`src/sirpe_pkg.sv`:
```
package sirpe_pkg;

  // core clock and pulse timing
  localparam int unsigned CORE_PERIOD_NS   = 25;
  localparam int unsigned FIXED_PULSE_NS   = 1600;
  localparam int unsigned FIXED_PULSE_CYC  =
    (FIXED_PULSE_NS + CORE_PERIOD_NS - 1) / CORE_PERIOD_NS;
  localparam int unsigned PULSE_CNT_W      = 7;

  // codec clock counts, in ticks of the 16x clock
  localparam int unsigned BIT_TICKS        = 16;
  localparam int unsigned ENC_DELAY_TICKS  = 7;
  localparam int unsigned SHORT_PULSE_TICKS = 3;
  localparam logic [3:0]  TICK_LAST        = 4'(BIT_TICKS - 1);
  localparam logic [3:0]  TICK_PULSE_ON    = 4'(ENC_DELAY_TICKS - 1);
  localparam logic [3:0]  TICK_PULSE_OFF   = 4'(ENC_DELAY_TICKS + SHORT_PULSE_TICKS - 1);

  // receive event buffer
  localparam int unsigned RX_BUF_DEPTH     = 2;
  localparam int unsigned RX_EVT_W         = 1;

  typedef enum logic [1:0] {
    SIRPE_ENC_IDLE  = 2'b00,
    SIRPE_ENC_WAIT  = 2'b01,
    SIRPE_ENC_PULSE = 2'b11,
    SIRPE_ENC_REST  = 2'b10
  } sirpe_enc_state_t;

  typedef enum logic {
    SIRPE_DEC_IDLE = 1'b0,
    SIRPE_DEC_LOW  = 1'b1
  } sirpe_dec_state_t;

  // pin levels crossing into the core clock together
  typedef struct packed {
    logic codec_clk;
    logic tx;
    logic ir;
    logic width_sel;
    logic sleep;
    logic reset_n;
  } sirpe_pins_t;

  localparam sirpe_pins_t PINS_IDLE = '{codec_clk: 1'b0, tx: 1'b1, ir: 1'b1,
                                        width_sel: 1'b1, sleep: 1'b0, reset_n: 1'b0};

  typedef struct packed {
    logic [RX_EVT_W-1:0] bit_val;
  } sirpe_rx_evt_t;

endpackage

```
`src/sirpe_codec.sv`:
```
// What this block does
// - each space bit on the transmit input yields exactly one emitter pulse.
// - the pulse starts seven codec ticks after the falling edge of the transmit input.
// - width select high gives a 1.6 us pulse, low gives three codec ticks.
// - an unconnected width select is not pulled high inside the block; it needs a pad pull-up to give 1.6 us pulses.
// - back-to-back space bits give one pulse per bit, sixteen ticks apart.
// - a mark bit leaves the emitter off for that bit.
// - each falling edge on the infrared receive pulse is one incoming pulse.
// - each incoming pulse becomes a sixteen-tick low on the UART receive output.
// - pulses one bit apart give a continuous low, one bit per pulse.
// - the active-low codec reset returns encoder and decoder to idle.
// - sleep high puts the block in a low-current state, low keeps it active.
`timescale 1ns/10ps
`default_nettype none
module sirpe_codec
  import sirpe_pkg::*;
(
  input  wire logic core_clk,
  input  wire logic rst,
  input  wire logic codec_clk_16x,
  input  wire logic uart_tx_in,
  input  wire logic ir_rx_pulse,
  input  wire logic pulse_width_select,
  input  wire logic sleep_in,
  input  wire logic codec_reset_n,
  output logic      ir_emitter_out,
  output logic      uart_rx_out,
  output logic      low_power_out
);

  sirpe_pins_t pins_raw;
  sirpe_pins_t meta_q;
  sirpe_pins_t sync_q;
  logic        clk_prev_q;
  logic        tx_prev_q;
  logic        ir_prev_q;
  logic        tick;
  logic        tx_fall;
  logic        ir_fall;
  logic        soft_rst;

  // width select needs a pad pull-up so a floating pin reads high
  assign pins_raw = '{codec_clk: codec_clk_16x, tx: uart_tx_in, ir: ir_rx_pulse,
                      width_sel: pulse_width_select, sleep: sleep_in,
                      reset_n: codec_reset_n};

  always_ff @(posedge core_clk or posedge rst) begin
    if (rst) begin
      meta_q     <= PINS_IDLE;
      sync_q     <= PINS_IDLE;
      clk_prev_q <= 1'b0;
      tx_prev_q  <= 1'b1;
      ir_prev_q  <= 1'b1;
    end else begin
      meta_q     <= pins_raw;
      sync_q     <= meta_q;
      clk_prev_q <= sync_q.codec_clk;
      tx_prev_q  <= sync_q.tx;
      ir_prev_q  <= sync_q.ir;
    end
  end

  // codec clock is sampled, so it must stay well below half the core rate
  assign tick     = sync_q.codec_clk & ~clk_prev_q;
  assign tx_fall  = tx_prev_q & ~sync_q.tx;
  assign ir_fall  = ir_prev_q & ~sync_q.ir;
  assign soft_rst = ~sync_q.reset_n | sync_q.sleep;

  // ---------------- encoder ----------------
  sirpe_enc_state_t       enc_state_q, enc_state_d;
  logic [3:0]             enc_cnt_q, enc_cnt_d;
  logic [PULSE_CNT_W-1:0] pulse_cnt_q, pulse_cnt_d;
  logic                   mode_q, mode_d;
  logic                   emit_q, emit_d;

  always_comb begin
    enc_state_d = enc_state_q;
    enc_cnt_d   = enc_cnt_q;
    pulse_cnt_d = pulse_cnt_q;
    mode_d      = mode_q;
    if (tick && enc_state_q != SIRPE_ENC_IDLE) begin
      enc_cnt_d = enc_cnt_q + 4'h1;
    end
    case (enc_state_q)
      SIRPE_ENC_IDLE: begin
        if (tx_fall) begin
          enc_state_d = SIRPE_ENC_WAIT;
          enc_cnt_d   = 4'h0;
        end
      end
      SIRPE_ENC_WAIT: begin
        if (tick && enc_cnt_q == TICK_PULSE_ON) begin
          enc_state_d = SIRPE_ENC_PULSE;
          pulse_cnt_d = '0;
          mode_d      = sync_q.width_sel;
        end
      end
      SIRPE_ENC_PULSE: begin
        pulse_cnt_d = pulse_cnt_q + 7'h01;
        if (mode_q) begin
          if (pulse_cnt_q == PULSE_CNT_W'(FIXED_PULSE_CYC - 1)) begin
            enc_state_d = SIRPE_ENC_REST;
          end
        end else if (tick && enc_cnt_q == TICK_PULSE_OFF) begin
          enc_state_d = SIRPE_ENC_REST;
        end
      end
      SIRPE_ENC_REST: begin
        // line sampled at bit end: another space starts the next pulse
        if (tick && enc_cnt_q == TICK_LAST) begin
          enc_state_d = sync_q.tx ? SIRPE_ENC_IDLE : SIRPE_ENC_WAIT;
        end
      end
      default: enc_state_d = SIRPE_ENC_IDLE;
    endcase
    if (soft_rst) begin
      enc_state_d = SIRPE_ENC_IDLE;
      enc_cnt_d   = 4'h0;
    end
    emit_d = (enc_state_d == SIRPE_ENC_PULSE);
  end

  always_ff @(posedge core_clk or posedge rst) begin
    if (rst) begin
      enc_state_q <= SIRPE_ENC_IDLE;
      enc_cnt_q   <= 4'h0;
      pulse_cnt_q <= '0;
      mode_q      <= 1'b1;
      emit_q      <= 1'b0;
    end else begin
      enc_state_q <= enc_state_d;
      enc_cnt_q   <= enc_cnt_d;
      pulse_cnt_q <= pulse_cnt_d;
      mode_q      <= mode_d;
      emit_q      <= emit_d;
    end
  end

  // ---------------- receive event buffer ----------------
  sirpe_rx_evt_t buf_mem_q [RX_BUF_DEPTH];
  sirpe_rx_evt_t buf_mem_d [RX_BUF_DEPTH];
  logic          wr_ptr_q, wr_ptr_d;
  logic          rd_ptr_q, rd_ptr_d;
  logic [1:0]    buf_cnt_q, buf_cnt_d;
  logic          pend_q, pend_d;
  logic          in_ready;
  logic          out_valid;
  logic          pop;
  logic          push;

  assign in_ready  = (buf_cnt_q != 2'(RX_BUF_DEPTH));
  assign out_valid = (buf_cnt_q != 2'h0);
  assign push      = pend_q & in_ready;

  always_comb begin
    buf_mem_d = buf_mem_q;
    wr_ptr_d  = wr_ptr_q;
    rd_ptr_d  = rd_ptr_q;
    buf_cnt_d = buf_cnt_q;
    // a new edge wins over the accept of the previous one
    pend_d    = ir_fall | (pend_q & ~in_ready);
    if (push) begin
      buf_mem_d[wr_ptr_q] = '{bit_val: 1'b0};
      wr_ptr_d            = ~wr_ptr_q;
    end
    if (pop) begin
      rd_ptr_d = ~rd_ptr_q;
    end
    buf_cnt_d = buf_cnt_q + {1'b0, push} - {1'b0, pop};
    if (soft_rst) begin
      wr_ptr_d  = 1'b0;
      rd_ptr_d  = 1'b0;
      buf_cnt_d = 2'h0;
      pend_d    = 1'b0;
    end
  end

  always_ff @(posedge core_clk or posedge rst) begin
    if (rst) begin
      buf_mem_q <= '{default: '0};
      wr_ptr_q  <= 1'b0;
      rd_ptr_q  <= 1'b0;
      buf_cnt_q <= 2'h0;
      pend_q    <= 1'b0;
    end else begin
      buf_mem_q <= buf_mem_d;
      wr_ptr_q  <= wr_ptr_d;
      rd_ptr_q  <= rd_ptr_d;
      buf_cnt_q <= buf_cnt_d;
      pend_q    <= pend_d;
    end
  end

  // ---------------- decoder stretcher ----------------
  sirpe_dec_state_t dec_state_q, dec_state_d;
  logic [3:0]       dec_cnt_q, dec_cnt_d;
  logic             rx_q, rx_d;
  logic             low_pwr_q;

  always_comb begin
    dec_state_d = dec_state_q;
    dec_cnt_d   = dec_cnt_q;
    pop         = 1'b0;
    case (dec_state_q)
      SIRPE_DEC_IDLE: begin
        // start only on a tick, so a pulse one bit later lands on the 16th tick
        if (out_valid && tick) begin
          pop         = 1'b1;
          dec_state_d = SIRPE_DEC_LOW;
          dec_cnt_d   = 4'h0;
        end
      end
      SIRPE_DEC_LOW: begin
        if (tick) begin
          dec_cnt_d = dec_cnt_q + 4'h1;
          if (dec_cnt_q == TICK_LAST) begin
            // a queued pulse keeps the line low without a glitch
            pop         = out_valid;
            dec_state_d = out_valid ? SIRPE_DEC_LOW : SIRPE_DEC_IDLE;
          end
        end
      end
      default: dec_state_d = SIRPE_DEC_IDLE;
    endcase
    if (soft_rst) begin
      dec_state_d = SIRPE_DEC_IDLE;
      dec_cnt_d   = 4'h0;
      pop         = 1'b0;
    end
    rx_d = ~(dec_state_d == SIRPE_DEC_LOW) |
           buf_mem_q[rd_ptr_q].bit_val[0] & ~pop;
  end

  always_ff @(posedge core_clk or posedge rst) begin
    if (rst) begin
      dec_state_q <= SIRPE_DEC_IDLE;
      dec_cnt_q   <= 4'h0;
      rx_q        <= 1'b1;
      low_pwr_q   <= 1'b0;
    end else begin
      dec_state_q <= dec_state_d;
      dec_cnt_q   <= dec_cnt_d;
      rx_q        <= rx_d;
      low_pwr_q   <= sync_q.sleep;
    end
  end

  assign ir_emitter_out = emit_q;
  assign uart_rx_out    = rx_q;
  assign low_power_out  = low_pwr_q;
endmodule
`default_nettype wire

```
`config.mk`:
```
export PLATFORM = sky130hd
export DESIGN_NAME = sirpe_codec
export DESIGN_NICKNAME = d
export VERILOG_FILES = /design/src/sirpe_pkg.sv /design/src/sirpe_codec.sv
export SDC_FILE = /design/constraint.sdc
export NUM_CORES = 1
export LEC_CHECK = 0
export ABC_AREA = 1
export BUFFER_PORTS_ARGS = -buffer_cell sky130_fd_sc_hd__buf_4
export CAP_MARGIN = 20
export CORE_UTILIZATION = 62
export DETAILED_ROUTE_END_ITERATION = 10
export GPL_TIMING_DRIVEN = 0
export PLACE_DENSITY_LB_ADDON = 0.2
export SYNTH_ARGS = -nofsm -noshare
export SYNTH_HDL_FRONTEND = slang
export SYNTH_SLANG_ARGS = --single-unit
```
`constraint.sdc`:
```
create_clock -name core_clk -period 4.9 [get_ports core_clk]
set_clock_uncertainty 0.2 [all_clocks]
set_input_delay 0.49 -clock core_clk [delete_from_list [all_inputs] [get_ports core_clk]]
set_output_delay 0.49 -clock core_clk [all_outputs]
set_load 0.005 [all_outputs]
```
# Word level (Yosys, flattened, before mapping)

Cells that the tools add are included.

Logic and storage cells: 129
Output and inout port bits: 3
Input port bits: 8
Bits in registers: 44

Add/subtract/negate cells: 5
Equal/unequal tests: 13
Muxes and demuxes: 40
Bitwise operators: 23
Reduce and logical (&&, ||, !) cells: 15
Order comparisons: 3

Operators with widths:

| kind                  | count |
|---|---|
| $mux W4               | 7 |
| $mux W1               | 18 |
| $mux W2               | 8 |
| $pmux W7 S2           | 1 |
| $eq A4 B4 Y1 const B  | 3 |
| $not A1 Y1            | 10 |
| $reduce_bool A2 Y1    | 5 |
| $add A4 B1 Y4 const B | 2 |
| $pmux W2 S4           | 1 |
| $pmux W4 S2           | 1 |
| $add A7 B1 Y7 const B | 1 |
| $eq A7 B6 Y1 const B  | 1 |
| $mux W7               | 1 |
| $and A1 B1 Y1         | 6 |
| $eq A2 B2 Y1 const B  | 3 |
| $logic_and A1 B1 Y1   | 6 |
| $ne A3 B3 Y1 const B  | 2 |
| $reduce_and A2 Y1     | 3 |
| $eq A4 B3 Y1 const B  | 1 |
| $ge A2 B2 Y1 const B  | 2 |
| $ne A2 B2 Y1 const B  | 2 |
| $not A1 Y2            | 2 |
| $pmux W1 S2           | 2 |
| $or A1 B1 Y1          | 3 |
| 8 further kinds       | 8 |

# Depth between registers and ports, before layout

Gate-level depths: netlist of the first run.

Word-level depth: 9
Depth in mapped cells: 11
Mapped depth without buffers: 11

# Worst setup path before layout of the first run

OpenSTA, ideal clock, no wires.

Path type: register to register
Start: register dec_cnt_q[0]
End: register buf_cnt_q[1]
Period minus slack after synthesis: 1.856 ns
Arrival time: 1.538 ns
Data required time: 4.582 ns
Setup slack: 3.044 ns
Cell stages (with the launch flop): 11
Buffers on the path: 0
Setup time: 0.118 ns
Cells stage by stage: dfrtp_1 -> ha_1 -> nand2_1 -> nor2_1 -> o21ai_1 -> nor2_1 -> ha_1 -> inv_1 -> ha_1 -> xor2_1 -> nor2_1

Word-level cells in the longest chain between the ends: 7

Ends and longest elaborated chain:

| what                     | line               | RTL |
|---|---|---|
| start: declaration       | sirpe_codec.sv:196 | `logic [3:0] dec_cnt_q, dec_cnt_d;` |
| start signal: assignment | sirpe_codec.sv:242 | `dec_cnt_q <= dec_cnt_d;` |
| $eq A4 B4 Y1             | sirpe_codec.sv:216 | `if (dec_cnt_q == TICK_LAST) begin` |
| $mux W1                  | sirpe_codec.sv:216 |  |
| $mux W1                  | sirpe_codec.sv:214 | `if (tick) begin` |
| $pmux W1 S2              | sirpe_codec.sv:204 | `case (dec_state_q)` |
| $mux W1                  | sirpe_codec.sv:225 | `if (soft_rst) begin` |
| $sub A2 B1 Y2            | sirpe_codec.sv:169 | `buf_cnt_d = buf_cnt_q + {1'b0, push} - {1'b0, pop};` |
| $mux W2                  | sirpe_codec.sv:170 | `if (soft_rst) begin` |
| net buf_cnt_d[1]         | sirpe_codec.sv:144 | `logic [1:0] buf_cnt_q, buf_cnt_d;` |
| end signal: assignment   | sirpe_codec.sv:189 | `buf_cnt_q <= buf_cnt_d;` |
| end: declaration         | sirpe_codec.sv:144 |  |

The timed path passes the listed nets, and every way through them passes these cells.
A chain may end at the register's enable or synchronous reset.

# Worst setup path after layout of the first run

Ends and elaborated chain as after synthesis.

==> impl_metrics.ini, run 1 <==
[timing]
finalHoldViolations = 0
fin_crit_sh = 0.411
finalSetupViolCount = 0
rsz0062_at_grt = false
worstMarginPinSlew_ns = 0.868
worst_slack_ns = 2.89
fmax_ghz = 0.497
relSlewSlack = 0.421
drv_slew = 0
finalSetupTns_ns = 0
period_needed_ns = 2.01

[grt]
grt_pass1_vias = 1402
grt_antenna_before_repair = 0
overflow = 0
grt_pass1_wl_microns = 5580
track_usage = 0.220
grt_max_degree = 45

[final_layout]
mostFrequentLayoutCells = nand2_1 (39), dfrtp_1 (34), inv_1 (33)
multi_input_area_sq_um = 687
num_antenna_cells = 0
fin_nets = 243
layout-drive-gt1-share = 0.179
final_cells = 260
synthToLayoutAreaGrowth_pct = 8.66
seqCellArea_sq_um = 1110
fillers = 219
layout_commonest_cell = nand2_1

[yosys]
synth_fp_nets = 226
synthCells = 211
ys_ff_latch = 44
yosys.cell_types.count = 24
yosys_warnings = 0
synth_area_sq_um = 1940
syn-mean-instance-area_sq_um = 9.17
yosysSeqAreaShare = 0.575

[clock_network]
cts.sink_count = 44
clkTransAtPathRegs_ns = 0.13
cts-resized-gates = 0
clockBufferDepth = 2
htree_levels = 2
postCtsSetupBuffers = 0
insertion_delay_ns = 0.34
root_buffer = clkbuf_4
cts_hold_buf = 0
cts_tree = built
cts_buffers = 5

[pwr]
internal_power_w = 0.000436
p_sw_frac = 0.230
clockPowerShare = 0.293
cellLeakagePower_nw = 1.01
combinationalPowerShare = 0.041
p_switching_w = 0.000130
power.density_nw_per_um2 = 269
vdd_drop_max_v = 0.000218
power.share.sequential = 0.666

[detailed_routing]
post-route-drc-count = 0
route.antenna.remaining_nets = 0
num_vias = 1386
drtIter0Drc = 78
drt_first_pass_iters = 4
avgRoutedWirePerCell_microns = 12.2
wl_microns = 3170
via_per_inst = 5.33

[worst_setup_path]
critPathCaptureType = flip-flop
worstPathRequired_ns = 4.95
r2r_setup_slack_ns = 2.89
r2r_end = buf_cnt_q[1]
rr_startpoint = dec_cnt_q[0]
worst_ep_arrival_time_ns = 2.06
path_cells = ha_1, nand2_1, nor2_1, o21ai_1, nor2_1, ha_1, inv_1, ha_1, xor2_1, nor2_1
startpoint_type = flip-flop
critPathMaxStageDelay_ns = 0.40
crit_buf_inv = 1
worstSetupPathType = reg2reg
rr_worst_depth = 10
cpLargestDelayFamily = adder cells
cp_max_fo = 3
cp_slowest_cell = dfrtp_1

[place]
pre_cts_ws_ns = 2.91
hpwl_microns = 2320
numPortBuffers = 10
dp.cells = 252
place_congestion = 0.812

[die]
start_util = 0.679
fp.coreArea_sq_um = 2850
io_pins = 11
die_y_microns = 57.9
placementRows = 19
die_w_microns = 57.9
die_area_sq_um = 3350

[min_path]
whs_path_depth = 1
hold_path_end = meta_q[3]
hold_path.class = in2reg
min_from = ir_rx_pulse

[outcome]
status = completed

[run]
maxCapViolCount = 0
==> registers in the layout, summed over array words and instances, names as in the netlist <==
name	count
meta_q	6
clk_prev_q	1
sync_q	6
pulse_cnt_q	7
mode_q	1
uart_rx_out	1
dec_state_q	1
low_power_out	1
rd_ptr_q	1
enc_cnt_q	4
pend_q	1
buf_cnt_q	2
wr_ptr_q	1
tx_prev_q	1
dec_cnt_q	4
ir_emitter_out	1
enc_state_q	2
buf_mem_q	2
ir_prev_q	1
==> power by group through the flow <==
stage	Clock, W	Combinational (W)	Sequential (W)
2_1_floorplan	0	0.0000147	0.000383
3_3_place_gp	0	0.0000229	0.000384
3_5_place_dp	0	0.0000238	0.000384
4_1_cts	0.000171	0.0000238	0.000378
5_1_grt	0.000183	0.0000268	0.000378
6_report	0.000166	0.0000231	0.000377
==> cell type report <==
| type | count | area share |
|---|---|---|
| Sequential cell | 44 | 0.529 |
| Timing Repair Buffer | 10 | 0.0357 |
| Multi-Input combinational cell | 131 | 0.327 |
| Clock buffer | 6 | 0.0196 |
| Inverter | 36 | 0.0642 |
| Tap cell | 31 | 0.0184 |
| Clock inverter | 2 | 0.00595 |
==> worst max path at each step <==
stage	start	end	slack [ns]	cells past startpoint
2_1_floorplan	dec_cnt_q[0]	buf_cnt_q[1]	3.04	10
3_3_place_gp	rst	enc_cnt_q[0]	2.74	2
3_5_place_dp	dec_cnt_q[0]	buf_cnt_q[1]	2.91	10
4_1_cts	dec_cnt_q[0]	buf_cnt_q[1]	2.89	10
5_1_grt	dec_cnt_q[0]	buf_cnt_q[1]	2.73	10
6_report	dec_cnt_q[0]	buf_cnt_q[1]	2.89	10
==> Yosys cell counts <==
master / instances / area [sq um]
mux2i_1: 1 / 10.0
o21ai_1: 1 / 5.00
nand3_1: 15 / 75.1
o21ai_0: 14 / 70.1
ha_1: 7 / 87.6
xnor2_1: 1 / 8.76
nor2_4: 2 / 22.5
nand2_1: 39 / 146
a21oi_1: 6 / 30.0
nand2_2: 2 / 12.5
xor2_1: 2 / 17.5
o21ai_2: 1 / 8.76
dfrtp_1: 34 / 851
inv_2: 2 / 7.51
nor3_1: 2 / 10.0
inv_1: 34 / 128
nor2_1: 27 / 101
nand4_1: 1 / 6.26
a22oi_1: 1 / 7.51
o21a_1: 2 / 15.0
dfstp_2: 10 / 263
nand3_2: 2 / 20.0
a211oi_1: 1 / 7.51
nor2_2: 4 / 25.0
==> routing by layer <==
metal  routed length, microns  track usage  part of all wire  up-vias
met1                     1400        0.269              0.44      661
met5                        0            0                 0        -
met3                      122       0.0580             0.038        6
met4                       31       0.0918            0.0098        0
met2                     1620        0.373              0.51       30
li1                         -            -                 -      689
==> kinds of logic after synthesis <==
group,Yosys count,share of synthesized area
buffers and inverters,36,0.0698
muxes,1,0.00517
xor gates and xnor gates,3,0.0136
adders and majority gates,7,0.0452
AOI/OAI and AO/OA,26,0.0743
DFF,44,0.575
and+or+nand+nor,94,0.217
==> through the flow <==
stage          power (W)   util  hold WS (ns)  area [sq um]
4_1_cts         0.000572  0.737        0.0210          2100
3_3_place_gp    0.000406  0.718         0.134          2050
5_1_grt         0.000588  0.737        0.0107          2100
2_1_floorplan   0.000398      -         0.131          1940
3_5_place_dp    0.000408  0.718         0.137          2050
6_report        0.000566  0.737        0.0369          2100
No activity file was read; power rests on OpenSTA's default activity.
==> run 2, diff against run 1 <==
--- a/config.mk
+++ b/config.mk
@@ -5,10 +5,10 @@
 export SDC_FILE = /design/constraint.sdc
 export NUM_CORES = 1
 export LEC_CHECK = 0
-export ABC_AREA = 1
+export ABC_AREA = 0
 export BUFFER_PORTS_ARGS = -buffer_cell sky130_fd_sc_hd__buf_4
 export CAP_MARGIN = 20
-export CORE_UTILIZATION = 62
+export CORE_UTILIZATION = 59
 export DETAILED_ROUTE_END_ITERATION = 10
 export GPL_TIMING_DRIVEN = 0
 export PLACE_DENSITY_LB_ADDON = 0.2
==> constraint.sdc (replaced) <==
create_clock -name core_clk -period 1.9 [get_ports core_clk]
set_clock_uncertainty 0.2 [all_clocks]
set_input_delay 0.19 -clock core_clk [delete_from_list [all_inputs] [get_ports core_clk]]
set_output_delay 0.19 -clock core_clk [all_outputs]
set_load 0.005 [all_outputs]
==> impl_metrics.ini, run 2 <==
[outcome]
status = finished with violations
violations = setup timing

[timing]
finalHoldViolations = 0
worst_slack_ns = -0.290
drv_slew = 0
fmax_ghz = 0.457
finalSetupViolCount = 2
fin_crit_sh = 1.15
worstMarginPinSlew_ns = 0.860
relSlewSlack = 0.426
rsz0062_at_grt = true
whs_ns = 0.162
period_needed_ns = 2.19

[yosys]
yosysSeqAreaShare = 0.587
ys.flop_type = dfrtp_1
yosys.cell_types.count = 40
yosys_warnings = 0
synthCells = 168
synth_fp_nets = 183
synth_largest_area_cell = dfrtp_1
yosysMostFrequentCell = dfrtp_1
synth_area_sq_um = 1900
synth-edff-count = 0
synth.top_cell.area_share = 0.449
synth.area.top_cells = dfrtp_1 (45%), dfstp_2 (14%), ha_1 (4.6%), nand2_1 (3.0%), nor2_1 (3.0%)
synth-async-reset-ratio = 1.00
synth_common_cells = dfrtp_1 (34), nand2_1 (15), nor2_1 (15)
ys_ff_latch = 44
syn-mean-instance-area_sq_um = 11.3

[clock_network]
clockBufferDepth = 2
root_buffer = clkbuf_4
cts_tree = built
htree_levels = 2
insertion_delay_ns = 0.37
cts.sink_count = 44
cts_buffers = 5
clkTransAtPathRegs_ns = 0.14

[worst_setup_path]
cp_common_cell = ha_4
rr_worst_depth = 10
cp_slowest_cell = dfrtp_1
startpoint_type = flip-flop
worstPathRequired_ns = 1.95
cpLargestDelayFamily = adder cells
cp_max_fo = 3
rr_startpoint = dec_cnt_q[1]
critPathCaptureType = flip-flop
worstSetupPathType = reg2reg
crit_start = dec_cnt_q[1]
r2r_end = buf_cnt_q[1]
r2r_setup_slack_ns = -0.29
worst_ep_arrival_time_ns = 2.24
path_cells = ha_4, nand3_4, a211oi_2, nor2b_2, ha_1, inv_2, ha_4, xor2_2, xnor2_1, nor2_1
crit_buf_inv = 1
critPathMaxStageDelay_ns = 0.43

[final_layout]
mostFrequentLayoutCells = dfrtp_1 (34), buf_4 (19), nand2_1 (15), nor2_1 (15), o21ai_0 (11)
num_antenna_cells = 0
multi_input_area_sq_um = 774
fillers = 216
max_flop_register = pulse_cnt_q
seqCellArea_sq_um = 1110
final_area_sq_um = 2310
fin_nets = 214
layout-drive-gt1-share = 0.270
layout_commonest_cell = dfrtp_1
final_cells = 244
largest_reg_flops = 7
synthToLayoutAreaGrowth_pct = 21.7
top_regs = pulse_cnt_q: 7 flops, meta_q: 6 flops, sync_q: 6 flops

[place]
dp.cells = 222
hpwl_microns = 2090
dpl-instance-area_sq_um = 2040
numPortBuffers = 10
place_congestion = 0.759

[detailed_routing]
wl_microns = 3300
drtIter0Drc = 57
num_vias = 1298
drt_first_pass_iters = 4
via_per_inst = 5.32
post-route-drc-count = 0
route.antenna.remaining_nets = 0
avgRoutedWirePerCell_microns = 13.5

[min_path]
whs_path_depth = 0
hold_path.class = reg2reg
hold_path_end = sync_q[1]
min_from = meta_q[1]

[pwr]
finalPower_w = 0.00167
power.density_nw_per_um2 = 722
cellLeakagePower_nw = 0.983
vdd_drop_max_v = 0.000575

[die]
io_pins = 11
fp.coreArea_sq_um = 3050
die_area_sq_um = 3440
die_w_microns = 58.7
start_util = 0.621
placementRows = 20
die_y_microns = 58.7

[grt]
overflow = 0
grt_max_degree = 45
grt_pass1_vias = 1290
grt_antenna_before_repair = 0
track_usage = 0.229
grt_pass1_wl_microns = 5620

[run]
maxCapViolCount = 0
[run 2: worst reg2reg max path: stages (launching register included)]
cell	delay [ns]
dfrtp_1	0.43
ha_4	0.18
nand3_4	0.07
a211oi_2	0.25
nor2b_2	0.18
ha_1	0.24
inv_2	0.07
ha_4	0.13
xor2_2	0.14
xnor2_1	0.15
nor2_1	0.06
[run 2: what timing repair did]
action	CTS	global route
endpoints found under the hold margin	40	0
buffers inserted	6	3
hold buffers	7	0
pin swaps	3	4
resized for setup	2	8
setup endpoints to repair	2	3
[run 2: cell families (layout without fill, tap and decap cells)]
group	count (synthesis)	count (layout)	synth area share
mux	4	4	0.0244
xor+xnor	9	9	0.0416
simple gates	57	57	0.154
fa+ha+maj	7	7	0.0462
buf+inv	14	46	0.0356
flops	44	44	0.587
compound gates	33	33	0.111
[run 2: worst max-delay path by stage]
stage,slack [ns],end,depth (start not counted)
after global routing,-0.39,buf_cnt_q[1],10
after floorplan,-0.20,buf_cnt_q[1],10
after global placement,-0.37,buf_cnt_q[1],10
final,-0.29,buf_cnt_q[1],10
after detailed placement,-0.41,buf_cnt_q[1],10
after CTS,-0.27,buf_cnt_q[1],10
[run 2: cell type report]
class / count / share of cell area
Buffer: 4 / 0.0130
Sequential cell: 44 / 0.483
Clock buffer: 6 / 0.0222
Clock inverter: 2 / 0.0168
Inverter: 8 / 0.0130
Timing Repair Buffer: 26 / 0.0922
Tap cell: 44 / 0.0239
Multi-Input combinational cell: 110 / 0.336
[run 2: power by group]
| group | total (W) | internal (W) | switching (W) |
|---|---|---|---|
| sequential | 0.000973 | 0.000963 | 0.00000972 |
| clock | 0.000613 | 0.000315 | 0.000298 |
| combinational | 0.0000795 | 0.0000352 | 0.0000443 |
| total | 0.00167 | 0.00131 | 0.000352 |
[run 2: stage by stage]
step	setup TNS [ns]	utilization	setup slack, ns
final	-0.362	0.755	-0.290
after global routing	-0.552	0.755	-0.386
after CTS	-0.317	0.736	-0.269
after detailed placement	-0.607	0.668	-0.410
after global placement	-0.545	0.668	-0.373
after floorplan	-0.212	-	-0.202
[run 2: routing by layer]
metal | vias to the layer above | global-route usage | part of all wire
met5 | - | 0 | 0
met4 | 0 | 0.126 | 0.0082
met3 | 3 | 0.0462 | 0.038
met2 | 25 | 0.381 | 0.53
met1 | 633 | 0.283 | 0.43
li1 | 637 | - | -
==> run 3, diff against run 2 <==
--- a/config.mk
+++ b/config.mk
@@ -7,11 +7,11 @@
 export LEC_CHECK = 0
 export ABC_AREA = 0
 export BUFFER_PORTS_ARGS = -buffer_cell sky130_fd_sc_hd__buf_4
-export CAP_MARGIN = 20
 export CORE_UTILIZATION = 59
 export DETAILED_ROUTE_END_ITERATION = 10
 export GPL_TIMING_DRIVEN = 0
 export PLACE_DENSITY_LB_ADDON = 0.2
+export RECOVER_POWER = 100
 export SYNTH_ARGS = -nofsm -noshare
 export SYNTH_HDL_FRONTEND = slang
 export SYNTH_SLANG_ARGS = --single-unit
==> impl_metrics.ini, run 3 (synthesis results as in run 2) <==
[final_layout]
largest_reg_flops = 7
multi_input_area_sq_um = 774
synthToLayoutAreaGrowth_pct = 21.3
fin_util = 0.753
fin_nets = 214
num_antenna_cells = 0
fillers = 218
layout-drive-gt1-share = 0.260
layout_commonest_cell = dfrtp_1
seqCellArea_sq_um = 1110
max_flop_register = pulse_cnt_q
mostFrequentLayoutCells = dfrtp_1 (34), nand2_1 (15), nor2_1 (15), clkbuf_4 (15), o21ai_0 (11)
top_regs = pulse_cnt_q: 7 flops, meta_q: 6 flops, sync_q: 6 flops
final_area_sq_um = 2300

[grt]
grt_max_degree = 45
grt_pass1_wl_microns = 5620
grt_antenna_before_repair = 0
overflow = 0
grt_pass1_vias = 1290
track_usage = 0.229

[detailed_routing]
wl_met3_microns = 95
top_layer = met4
num_vias = 1290
met1_length_microns = 1400
drtIter0Drc = 62
post-route-drc-count = 0
drt_first_pass_iters = 4
avgRoutedWirePerCell_microns = 13.4
route.antenna.remaining_nets = 0
via_per_inst = 5.29
wl_microns = 3280
met2_length_microns = 1750

[clock_network]
cts_tree = built
cts.sink_count = 44
clockBufferDepth = 2
cts_buffers = 5
root_buffer = clkbuf_4
htree_levels = 2
clkTransAtPathRegs_ns = 0.14
insertion_delay_ns = 0.37

[die]
die_area_sq_um = 3440
io_pins = 11
die_w_microns = 58.7
placementRows = 20
die_y_microns = 58.7
start_util = 0.621
fp.coreArea_sq_um = 3050

[timing]
finalSetupViolCount = 2
fin_crit_sh = 1.15
period_needed_ns = 2.19
rsz0062_at_grt = true
worst_slack_ns = -0.289
finalHoldViolations = 0
relSlewSlack = 0.424
fmax_ghz = 0.457
drv_slew = 0
worstMarginPinSlew_ns = 0.863

[pwr]
power.density_nw_per_um2 = 722
vdd_drop_max_v = 0.000572
finalPower_w = 0.00166
cellLeakagePower_nw = 0.975

[worst_setup_path]
cp_common_cell = ha_4
worst_ep_arrival_time_ns = 2.24
critPathCaptureType = flip-flop
r2r_setup_slack_ns = -0.29
cp_slowest_cell = dfrtp_1
crit_buf_inv = 1
cp_max_fo = 3
worstPathRequired_ns = 1.95
path_cells = ha_4, nand3_4, a211oi_2, nor2b_2, ha_1, inv_2, ha_4, xor2_2, xnor2_1, nor2_1
cpLargestDelayFamily = adder cells
worstSetupPathType = reg2reg
startpoint_type = flip-flop
critPathMaxStageDelay_ns = 0.43

[outcome]
violations = setup timing
status = finished with violations

[place]
place_congestion = 0.759
hpwl_microns = 2090
dpl-instance-area_sq_um = 2040
numPortBuffers = 10

[run]
maxCapViolCount = 0

[min_path]
hold_path.class = reg2reg
[run 3: changes by cell type in the layout (fill, tap and decap cells not counted)]
cell      before  now
buf_4         19    9
buf_6          2    1
clkbuf_1       1    2
clkbuf_4       5   15
dfstp_1        0    1
dfstp_2       10    9
[run 3: worst paths after layout]
| path | start | cells after the start | end |
|---|---|---|---|
| max reg2reg | dec_cnt_q[1] | 10 | buf_cnt_q[1] |
| min reg2reg | meta_q[1] | 0 | sync_q[1] |
| max | dec_cnt_q[1] | 10 | buf_cnt_q[1] |
| min in group asynchronous | rst | 3 | pend_q |
| max in group asynchronous | rst | 3 | enc_cnt_q[1] |
| min | meta_q[1] | 0 | sync_q[1] |
[run 3: layout make-up]
type	instances	area share
sequential	44	0.484
clock inverter	2	0.0169
timing repair buffer	26	0.0925
tap	44	0.0240
inverter	8	0.0131
multi-input combinational	110	0.337
clock buffer	6	0.0223
buffer	4	0.00980
[run 3: stage by stage]
stage / setup slack (ns) / hold WS (ns) / setup TNS (ns) / cells
finish: -0.289 / 0.161 / -0.361 / 244
global route: -0.386 / 0.171 / -0.797 / 244
CTS: -0.269 / 0.165 / -0.317 / 242
detailed placement: -0.410 / 0.0995 / -0.607 / 222
global placement: -0.373 / 0.0984 / -0.545 / 222
floorplan: -0.202 / -0.00552 / -0.212 / 168
[run 3: what timing repair did]
action,in CTS,in global routing
endpoints found under the hold margin,40,0
resized for setup,2,8
endpoints found under the setup margin,2,3
setup buffers,6,3
hold buffers,7,0
pin swaps,3,4
[run 3: layer usage]
metal,vias to the layer above,global-route usage
li1,637,-
met4,0,0.126
met2,18,0.381
met5,-,0
met3,3,0.0462
met1,632,0.283
[run 3: power breakdown]
part	internal, W	leakage (nW)	switching [W]
Clock	0.000315	0.0484	0.000296
Combinational	0.0000329	0.367	0.0000441
Sequential	0.000963	0.560	0.00000950
